--- src/inc/exec_pkg.sv ---
`default_nettype none
package exec_pkg;

   // ------------------------------------------------------------
   // Sizes
   // ------------------------------------------------------------
   localparam int PC_W        = 13;
   localparam int STACK_DEPTH = 8;
   localparam int FILE_DEPTH  = 128;

   // ------------------------------------------------------------
   // Register byte offsets
   // ------------------------------------------------------------
   localparam logic [7:0] INSTR_OFF  = 8'h00;
   localparam logic [7:0] ACC_OFF    = 8'h04;
   localparam logic [7:0] STATUS_OFF = 8'h08;
   localparam logic [7:0] PC_OFF     = 8'h0C;
   localparam logic [7:0] FADDR_OFF  = 8'h10;
   localparam logic [7:0] FDATA_OFF  = 8'h14;
   localparam logic [7:0] STACK_OFF  = 8'h18;
   localparam logic [7:0] STATE_OFF  = 8'h1C;
   localparam logic [7:0] WDOG_OFF   = 8'h20;

   // ------------------------------------------------------------
   // Status bits and reset values
   // ------------------------------------------------------------
   localparam int C_BIT  = 0;
   localparam int NIB_BIT    = 1;
   localparam int Z_BIT      = 2;
   localparam int PWRDN_BIT  = 3;
   localparam int EXPIRY_BIT = 4;
   localparam logic [4:0]      STATUS_RST = 5'h18;
   localparam logic [7:0]      ACC_RST    = 8'h00;
   localparam logic [PC_W-1:0] PC_RST     = 13'h0000;
   localparam logic [7:0]      WDOG_RST   = 8'h00;
   localparam logic [7:0]      PRE_LAST   = 8'hFF;

   // ------------------------------------------------------------
   // Opcode masks and patterns
   // ------------------------------------------------------------
   localparam logic [13:0] RETLIT_MASK = 14'h3C00;
   localparam logic [13:0] RETLIT_PAT  = 14'h3400;
   localparam logic [13:0] LITSUB_MASK = 14'h3E00;
   localparam logic [13:0] LITSUB_PAT  = 14'h3C00;
   localparam logic [13:0] XORLIT_MASK = 14'h3F00;
   localparam logic [13:0] XORLIT_PAT  = 14'h3A00;
   localparam logic [13:0] ROTR_MASK   = 14'h3F00;
   localparam logic [13:0] ROTR_PAT    = 14'h0C00;
   localparam logic [13:0] RET_CODE    = 14'h0008;
   localparam logic [13:0] SLEEP_CODE  = 14'h0063;

   typedef enum logic [2:0] {
      K_NOP, K_RETLIT, K_ROTR, K_RETURN, K_SLEEP, K_LITSUB, K_XORLIT
   } op_kind_t;

   typedef enum logic [3:0] {
      ST_IDLE  = 4'b0001,
      ST_EXEC  = 4'b0010,
      ST_FLUSH = 4'b0100,
      ST_SLEEP = 4'b1000
   } exec_state_t;

   function automatic op_kind_t decode_op(input logic [13:0] op);
      if ((op & RETLIT_MASK) == RETLIT_PAT) return K_RETLIT;
      if ((op & LITSUB_MASK) == LITSUB_PAT) return K_LITSUB;
      if ((op & XORLIT_MASK) == XORLIT_PAT) return K_XORLIT;
      if ((op & ROTR_MASK) == ROTR_PAT) return K_ROTR;
      if (op == RET_CODE) return K_RETURN;
      if (op == SLEEP_CODE) return K_SLEEP;
      return K_NOP;
   endfunction

endpackage
`default_nettype wire

--- src/inc/exec_alu_if.sv ---
`timescale 1ns/1ns
`default_nettype none
interface exec_alu_if
   import exec_pkg::*;
   ();
   op_kind_t   kind;
   logic [7:0] lit;
   logic [7:0] acc;
   logic [7:0] fdata;
   logic       cin;
   logic [7:0] res;
   logic       cout;
   logic       dcout;
   logic       zout;

   modport core (output kind, lit, acc, fdata, cin, input res, cout, dcout, zout);
   modport alu  (input kind, lit, acc, fdata, cin, output res, cout, dcout, zout);
endinterface
`default_nettype wire

--- src/hdl/return_rotate_sleep_execute.sv ---
// Behaviour
// - The return-with-literal op loads its 8-bit literal into the accumulator, flags untouched.
// - The return-with-literal op also pops the stack head into the PC and takes two cycles.
// - The subroutine return pops the stack head into the PC, touches no flag, takes two cycles.
// - The rotate-right op shifts the file register right through the borrow flag, nothing else.
// - The rotate-right op writes the accumulator when the select is 0, else the file register.
// - Sleep clears the watchdog count and its prescaler.
// - Sleep clears the power-down flag and sets the watchdog-expiry flag, and no other flag.
// - After sleep the oscillator is stopped and execution halts until a wake-up event.
// - The literal-minus-accumulator op stores the difference and updates borrow, nibble, zero.
// - The xor-literal op stores accumulator xor literal and updates only the zero flag.
//
// Local design decisions: the register offsets and the APB interface to the registers.
`timescale 1ns/1ns
`default_nettype none
module return_rotate_sleep_execute
   import exec_pkg::*;
   (
   input  wire logic        core_clk,
   input  wire logic        rst,
   input  wire logic        psel,
   input  wire logic        penable,
   input  wire logic        pwrite,
   input  wire logic [7:0]  paddr,
   input  wire logic [31:0] pwdata,
   output logic      [31:0] prdata,
   output logic             pready,
   output logic             pslverr,
   input  wire logic        wake_evt,
   output logic             osc_stop,
   output logic             wdog_clear
   );

   exec_state_t     state_q;
   logic [13:0]     instr_q;
   op_kind_t        kind_q;
   logic [7:0]      acc_q;
   logic [4:0]      status_q;
   logic [PC_W-1:0] pc_q;
   logic [6:0]      faddr_q;
   logic [2:0]      sp_q;
   logic [7:0]      wdog_cnt_q;
   logic [7:0]      wdog_pre_q;
   logic            osc_stop_q;
   logic            wdog_clear_q;
   logic            pready_q;
   logic            pslverr_q;
   logic [31:0]     prdata_q;
   logic [7:0]      file_mem [FILE_DEPTH];
   logic [PC_W-1:0] stack_mem [STACK_DEPTH];

   logic            busy;
   logic            exec;
   logic            is_ret;
   logic            dest_f;
   logic            wr_commit;
   logic            rd_hit;
   logic            err_d;
   logic [31:0]     rd_val;
   logic [7:0]      file_rd;
   logic [PC_W-1:0] stack_head;

   exec_alu_if alu_bus ();

   // ------------------------------------------------------------
   // Datapath hookup
   // ------------------------------------------------------------
   assign busy       = (state_q == ST_EXEC) || (state_q == ST_FLUSH);
   assign exec       = (state_q == ST_EXEC);
   assign is_ret     = (kind_q == K_RETLIT) || (kind_q == K_RETURN);
   assign dest_f     = instr_q[7];
   assign file_rd    = file_mem[instr_q[6:0]];
   assign stack_head = stack_mem[sp_q - 3'd1];

   assign alu_bus.kind  = kind_q;
   assign alu_bus.lit   = instr_q[7:0];
   assign alu_bus.acc   = acc_q;
   assign alu_bus.fdata = file_rd;
   assign alu_bus.cin   = status_q[C_BIT];

   exec_alu u_alu (
      .a (alu_bus.alu)
   );

   // ------------------------------------------------------------
   // APB slave
   // ------------------------------------------------------------
   always_comb begin
      rd_hit = 1'b1;
      rd_val = 32'h0000_0000;
      case (paddr)
         INSTR_OFF:  rd_val = {18'h00000, instr_q};
         ACC_OFF:    rd_val = {24'h000000, acc_q};
         STATUS_OFF: rd_val = {27'h0000000, status_q};
         PC_OFF:     rd_val = {19'h00000, pc_q};
         FADDR_OFF:  rd_val = {25'h0000000, faddr_q};
         FDATA_OFF:  rd_val = {24'h000000, file_mem[faddr_q]};
         STACK_OFF:  rd_val = {19'h00000, stack_head};
         STATE_OFF:  rd_val = {24'h000000, sp_q, 3'h0, osc_stop_q, busy};
         WDOG_OFF:   rd_val = {16'h0000, wdog_pre_q, wdog_cnt_q};
         default:    rd_hit = 1'b0;
      endcase
      err_d = !rd_hit;
      if (pwrite && (busy || (paddr == STATE_OFF) || (paddr == WDOG_OFF))) begin
         err_d = 1'b1;
      end
      if (pwrite && (paddr == INSTR_OFF) && (state_q != ST_IDLE)) begin
         err_d = 1'b1;
      end
   end

   always_ff @(posedge core_clk or posedge rst) begin
      if (rst) begin
         pready_q  <= 1'b0;
         pslverr_q <= 1'b0;
         prdata_q  <= 32'h0000_0000;
      end else if (psel && penable && !pready_q) begin
         pready_q  <= 1'b1;
         pslverr_q <= err_d;
         prdata_q  <= pwrite ? 32'h0000_0000 : rd_val;
      end else begin
         pready_q  <= 1'b0;
         pslverr_q <= 1'b0;
      end
   end

   assign wr_commit = psel && penable && pready_q && pwrite && !pslverr_q;

   // ------------------------------------------------------------
   // Instruction latch and sequencing
   // ------------------------------------------------------------
   always_ff @(posedge core_clk or posedge rst) begin
      if (rst) begin
         instr_q <= 14'h0000;
         kind_q  <= K_NOP;
      end else if (wr_commit && (paddr == INSTR_OFF)) begin
         instr_q <= pwdata[13:0];
         kind_q  <= decode_op(pwdata[13:0]);
      end
   end

   always_ff @(posedge core_clk or posedge rst) begin
      if (rst) begin
         state_q    <= ST_IDLE;
         osc_stop_q <= 1'b0;
      end else begin
         case (state_q)
            ST_IDLE: begin
               if (wr_commit && (paddr == INSTR_OFF)) begin
                  state_q <= ST_EXEC;
               end
            end
            ST_EXEC: begin
               if (is_ret) begin
                  state_q <= ST_FLUSH;
               end else if (kind_q == K_SLEEP) begin
                  state_q    <= ST_SLEEP;
                  osc_stop_q <= 1'b1;
               end else begin
                  state_q <= ST_IDLE;
               end
            end
            ST_FLUSH: begin
               state_q <= ST_IDLE;
            end
            ST_SLEEP: begin
               if (wake_evt) begin
                  state_q    <= ST_IDLE;
                  osc_stop_q <= 1'b0;
               end
            end
            default: begin
               state_q    <= ST_IDLE;
               osc_stop_q <= 1'b0;
            end
         endcase
      end
   end

   // ------------------------------------------------------------
   // Accumulator and status
   // ------------------------------------------------------------
   always_ff @(posedge core_clk or posedge rst) begin
      if (rst) begin
         acc_q <= ACC_RST;
      end else if (exec && (kind_q == K_RETLIT || kind_q == K_LITSUB || kind_q == K_XORLIT)) begin
         acc_q <= alu_bus.res;
      end else if (exec && kind_q == K_ROTR && !dest_f) begin
         acc_q <= alu_bus.res;
      end else if (wr_commit && paddr == ACC_OFF) begin
         acc_q <= pwdata[7:0];
      end
   end

   always_ff @(posedge core_clk or posedge rst) begin
      if (rst) begin
         status_q <= STATUS_RST;
      end else if (exec) begin
         case (kind_q)
            K_ROTR: begin
               status_q[C_BIT] <= alu_bus.cout;
            end
            K_LITSUB: begin
               status_q[C_BIT]   <= alu_bus.cout;
               status_q[NIB_BIT] <= alu_bus.dcout;
               status_q[Z_BIT]   <= alu_bus.zout;
            end
            K_XORLIT: begin
               status_q[Z_BIT] <= alu_bus.zout;
            end
            K_SLEEP: begin
               status_q[PWRDN_BIT]  <= 1'b0;
               status_q[EXPIRY_BIT] <= 1'b1;
            end
            default: begin
               status_q <= status_q;
            end
         endcase
      end else if (wr_commit && paddr == STATUS_OFF) begin
         status_q <= pwdata[4:0];
      end
   end

   // ------------------------------------------------------------
   // Program counter, stack and file registers
   // ------------------------------------------------------------
   always_ff @(posedge core_clk or posedge rst) begin
      if (rst) begin
         pc_q <= PC_RST;
         sp_q <= 3'h0;
      end else if (exec && is_ret) begin
         pc_q <= stack_head;
         sp_q <= sp_q - 3'd1;
      end else if (exec) begin
         pc_q <= pc_q + 13'h0001;
      end else if (wr_commit && paddr == PC_OFF) begin
         pc_q <= pwdata[PC_W-1:0];
      end else if (wr_commit && paddr == STACK_OFF) begin
         sp_q <= sp_q + 3'd1;
      end
   end

   always_ff @(posedge core_clk) begin
      if (wr_commit && paddr == STACK_OFF) begin
         stack_mem[sp_q] <= pwdata[PC_W-1:0];
      end
   end

   always_ff @(posedge core_clk or posedge rst) begin
      if (rst) begin
         faddr_q <= 7'h00;
      end else if (wr_commit && paddr == FADDR_OFF) begin
         faddr_q <= pwdata[6:0];
      end
   end

   always_ff @(posedge core_clk) begin
      if (exec && kind_q == K_ROTR && dest_f) begin
         file_mem[instr_q[6:0]] <= alu_bus.res;
      end else if (wr_commit && paddr == FDATA_OFF) begin
         file_mem[faddr_q] <= pwdata[7:0];
      end
   end

   // ------------------------------------------------------------
   // Watchdog count and prescaler
   // ------------------------------------------------------------
   always_ff @(posedge core_clk or posedge rst) begin
      if (rst) begin
         wdog_cnt_q   <= WDOG_RST;
         wdog_pre_q   <= WDOG_RST;
         wdog_clear_q <= 1'b0;
      end else if (exec && kind_q == K_SLEEP) begin
         wdog_cnt_q   <= WDOG_RST;
         wdog_pre_q   <= WDOG_RST;
         wdog_clear_q <= 1'b1;
      end else begin
         wdog_pre_q   <= wdog_pre_q + 8'h01;
         wdog_clear_q <= 1'b0;
         if (wdog_pre_q == PRE_LAST) begin
            wdog_cnt_q <= wdog_cnt_q + 8'h01;
         end
      end
   end

   assign prdata     = prdata_q;
   assign pready     = pready_q;
   assign pslverr    = pslverr_q;
   assign osc_stop   = osc_stop_q;
   assign wdog_clear = wdog_clear_q;
endmodule
`default_nettype wire

--- src/hdl/exec_alu.sv ---
`timescale 1ns/1ns
`default_nettype none
module exec_alu
   import exec_pkg::*;
   (
   exec_alu_if.alu a
   );

   logic [8:0] diff;

   // ------------------------------------------------------------
   // Result and flag arithmetic
   // ------------------------------------------------------------
   always_comb begin
      diff    = {1'b0, a.lit} + {1'b0, ~a.acc} + 9'h001;
      a.res   = a.acc;
      a.cout  = a.cin;
      a.dcout = 1'b0;
      case (a.kind)
         K_RETLIT: begin
            a.res = a.lit;
         end
         K_ROTR: begin
            a.res  = {a.cin, a.fdata[7:1]};
            a.cout = a.fdata[0];
         end
         K_LITSUB: begin
            a.res   = diff[7:0];
            a.cout  = diff[8];
            a.dcout = (a.lit[3:0] >= a.acc[3:0]);
         end
         K_XORLIT: begin
            a.res = a.acc ^ a.lit;
         end
         default: begin
            a.res = a.acc;
         end
      endcase
      a.zout = (a.res == 8'h00);
   end

endmodule
`default_nettype wire

--- config.mk ---
export PLATFORM = sky130hd
export DESIGN_NAME = return_rotate_sleep_execute
export DESIGN_NICKNAME = d
export VERILOG_FILES = /design/src/inc/exec_pkg.sv /design/src/inc/exec_alu_if.sv /design/src/hdl/return_rotate_sleep_execute.sv /design/src/hdl/exec_alu.sv
export SDC_FILE = /design/constraint.sdc
export NUM_CORES = 2
export LEC_CHECK = 0
export BUFFER_PORTS_ARGS = -buffer_cell sky130_fd_sc_hd__buf_2
export CAP_MARGIN = 20
export CORE_ASPECT_RATIO = 1.2
export CORE_MARGIN = 5
export CORE_UTILIZATION = 45
export CTS_CLUSTER_DIAMETER = 60
export DETAILED_ROUTE_END_ITERATION = 8
export GPL_TIMING_DRIVEN = 1
export SLEW_MARGIN = 15
export SYNTH_ARGS = -nofsm -noshare
export SYNTH_HDL_FRONTEND = slang
export SYNTH_SLANG_ARGS = --single-unit
--- constraint.sdc ---
create_clock -name core_clk -period 23 [get_ports core_clk]
set_clock_uncertainty 0.2 [all_clocks]
set_input_delay 4.6 -clock core_clk [delete_from_list [all_inputs] [get_ports core_clk]]
set_output_delay 4.6 -clock core_clk [all_outputs]
set_load 0.05 [all_outputs]
==> key figures <==
Run status
  • Outcome: finished clean

Timing
  • Final hold vios: 0
  • Final Slew Violations: 0
  • Setup TNS: 0 ns
  • Final period util: 0.3872
  • RSZ-0062 raised after global routing: false
  • Max Clk Rate: ~110 MHz
  • Final number of setup-violating endpoints: 0
  • Max-slew headroom: 0.1952
  • Min cycle time layout: 8.906 ns
  • WHS: 0.2902 ns
  • Worst-Margin Slew: 1.206 ns

Synth
  • Post-Syn Area: 58260 sq um
  • Most frequent cell after synthesis: edfxtp_1
  • Async S/R FF share, synth: 0.07617
  • Ys flop type: edfxtp_1
  • Synth top area share: 0.5814
  • Area contributors post-synth: edfxtp_1 58%, mux4_2 23%, dfrtp_1 3.9%, mux2i_1 2.2%, nor2_1 1.5%
  • FF+latch count, synth: 1221
  • Mapped Cells: 3262
  • Number of flops mapped to enable cells by yosys: 1128
  • Yosys warnings: 0
  • Mean post-synth cell area: 17.86 sq um
  • Seq/Total Area, Yosys: 0.6214
  • Distinct cells, synth: 82
  • Top cells by count, synth: 1128 x edfxtp_1, 583 x mux4_2, 227 x nor2_1
  • Post-synth top area cell: edfxtp_1

Setup path
  • Flop-to-flop setup slack: 15.92 ns
  • Worst-case reg-to-reg path depth: 12
  • Worst path bufs/invs: 4
  • R2r startpoint: instr_q[1]
  • Reg-to-reg endpoint: file_mem[21][6]
  • Critical Path End: file_mem[60][5]
  • CP delay by family, top: simple AND/OR/NAND/NOR gates
  • Crit start category: input pin
  • Sequence of cells on the critical path: buf_2 > nor3_1 > and2_1 > nor3b_2 > nand3_2 > buf_4 > mux2i_1 > nand4_1 > buf_4 > nor3_1 > buf_2
  • CP arrival: 9.17 ns
  • Critical path class: input pin to register
  • Required time of the critical path: 23.26 ns
  • Crit. End Element: register
  • Worst path depth: 11
  • CP max stage delay: 1.02 ns
  • Crit-path slowest cell: nand4_1
  • Crit path from: paddr[5]
  • CP Max Fanout: 36

Placement
  • Post-DP HPWL: ~120 mm
  • IO buf count: between 40 and 50
  • GP Congestion: 0.9355
  • DP Area: 60170 sq um

Detailed routing
  • Antenna viol nets, final: 0
  • Via count: between 30000 and 40000
  • WL per Instance: 35.61 um
  • 1st-iter DRT viols: about 4000
  • Router iterations before antenna repair: 8
  • Routed WL: ~180 mm
  • Residual DRC count: 0
  • Vias/cell: 6.752

Floorplan
  • Die Ht: 404.1 um
  • Io pins: 82
  • Die width: 338.5 um
  • Core footprint: between 100000 and 150000 sq um
  • Die area: 136800 sq um
  • Std-Cell Rows: 144
  • Initial core utilization: 0.4535

Clock tree
  • CTS Buf Count: between 100 and 150
  • Clock sink total: 1221
  • Reg clk slew, reported paths: 0.06 ns
  • Setup Buffers After CTS: 0
  • Post-CTS Resized: 0
  • Clk_lat worst skew: 0.78 ns
  • CTS max path bufs: 3
  • Hold-fix buffers, CTS: 0
  • H-tree Lvls: 4
  • Root Driver: clkbuf_16
  • TritonCTS clock tree: built

Finish
  • Fillers: 10284
  • Footprint of the multi-input gates: 20730 sq um
  • P&R area growth vs syn: 10.49%
  • Fraction of layout cells with a size suffix above 1: 0.2989
  • Final instance area: between 60000 and 70000 sq um
  • Nets: 3355
  • Register area: about 36000 sq um
  • Fin util: 0.5011

Global route
  • Antenna violations before repair: 5
  • GR Util All Layers: 0.2625
  • First-pass GRT wire length: 258.1 mm
  • Largest net degree at the start of global routing: ~110
  • Overflow left after global routing: 0
  • Number of global-route vias before repair: roughly 35000

Power
  • Power Total: 4544 uW
  • Pwr Density: around 71 nW/um^2
  • Peak VDD IR: between 0.07 and 0.08 mV
  • Leakage: 0.02124 uW

Flow run
  • Max-capacitance violation count: 0

Min path
  • Worst Hold Class: register to register
==> layer usage <==
layer | vias to the layer above | part of all wire | GRT usage
li1 | 13717 | - | -
met1 | 18006 | 0.36 | 0.3368
met2 | 2098 | 0.47 | 0.4164
met3 | 448 | 0.092 | 0.05347
met4 | 4 | 0.074 | 0.1604
met5 | - | 0.00015 | 0
==> layout make-up <==
type | instances | share of cell area
Antenna cell | 1 | 0.00003888
Clock buffer | 171 | 0.05555
Clock inverter | 70 | 0.008378
Inverter | 34 | 0.002022
Multi-Input combinational cell | 1750 | 0.3220
Sequential cell | 1221 | 0.5629
Tap cell | 1679 | 0.03264
Timing Repair Buffer | 150 | 0.01646
==> power by group <==
part / internal, uW / switching [uW] / total (uW)
clock: 1160 / 882 / 2040
combinational: 26.9 / 68.6 / 95.6
sequential: 2400 / 3.39 / 2410
total: 3590 / 954 / 4540
==> cells by family (layout without fill, tap and decap cells) <==
logic type	count (synthesis)	count (layout)	share of synthesized area
buffers and inverters	306	425	0.02599
XOR/XNOR	19	19	0.002856
flip-flops	1221	1221	0.6214
AO/OA/AOI/OAI	392	392	0.04615
adder cells (fa/ha/maj)	20	20	0.004424
multiplexers	747	747	0.2543
other	1	17	0.00006437
AND/OR/NAND/NOR	556	556	0.04474
==> sequential cells by signal, summed over array words and instances (netlist names) <==
signal and count:
alu_bus.kind 3, prdata 16, wdog_clear 1, stack_mem 104
file_mem 1024, status_q 5, pready 1, pslverr 1
faddr_q 7, wdog_pre_q 8, acc_q 8, osc_stop 1
sp_q 3, pc_q 13, wdog_cnt_q 8, state_q 4
instr_q 14
==> worst min-delay path by stage <==
stage / start / endpoint / slack [ns] / depth (start not counted)
6_report: prdata[15] / prdata[15] / 0.29 / 1
5_1_grt: prdata[15] / prdata[15] / 0.30 / 1
4_1_cts: prdata[15] / prdata[15] / 0.30 / 1
3_5_place_dp: prdata[15] / prdata[15] / 0.28 / 1
3_3_place_gp: prdata[15] / prdata[15] / 0.27 / 1
2_1_floorplan: status_q[3] / status_q[3] / 0.27 / 2
==> stage by stage <==
| stage | worst slack (ns) | instances |
|---|---|---|
| floorplan | 12.30 | 3277 |
| global placement | 13.35 | 4823 |
| detailed placement | 13.43 | 4829 |
| CTS | 14.25 | 5070 |
| global route | 13.94 | 5075 |
| finish | 14.09 | 5076 |
==> cell usage in the layout (no fill, tap or decap), types with 32 or more instances in the layout <==
cell / Yosys / final
nand3_1: 55 / 53
dfrtp_1: 90 / 79
mux2i_1: 130 / 129
o21ai_0: 67 / 67
mux4_2: 583 / 583
mux2_2: 33 / 32
buf_4: 33 / 94
a21oi_1: 75 / 69
clkbuf_16: 0 / 137
edfxtp_1: 1128 / 1128
a22oi_1: 52 / 52
clkbuf_1: 137 / 32
nor2_1: 227 / 225
buf_2: 59 / 51
nand2_1: 110 / 110
Power figures use the tool's default switching activity.
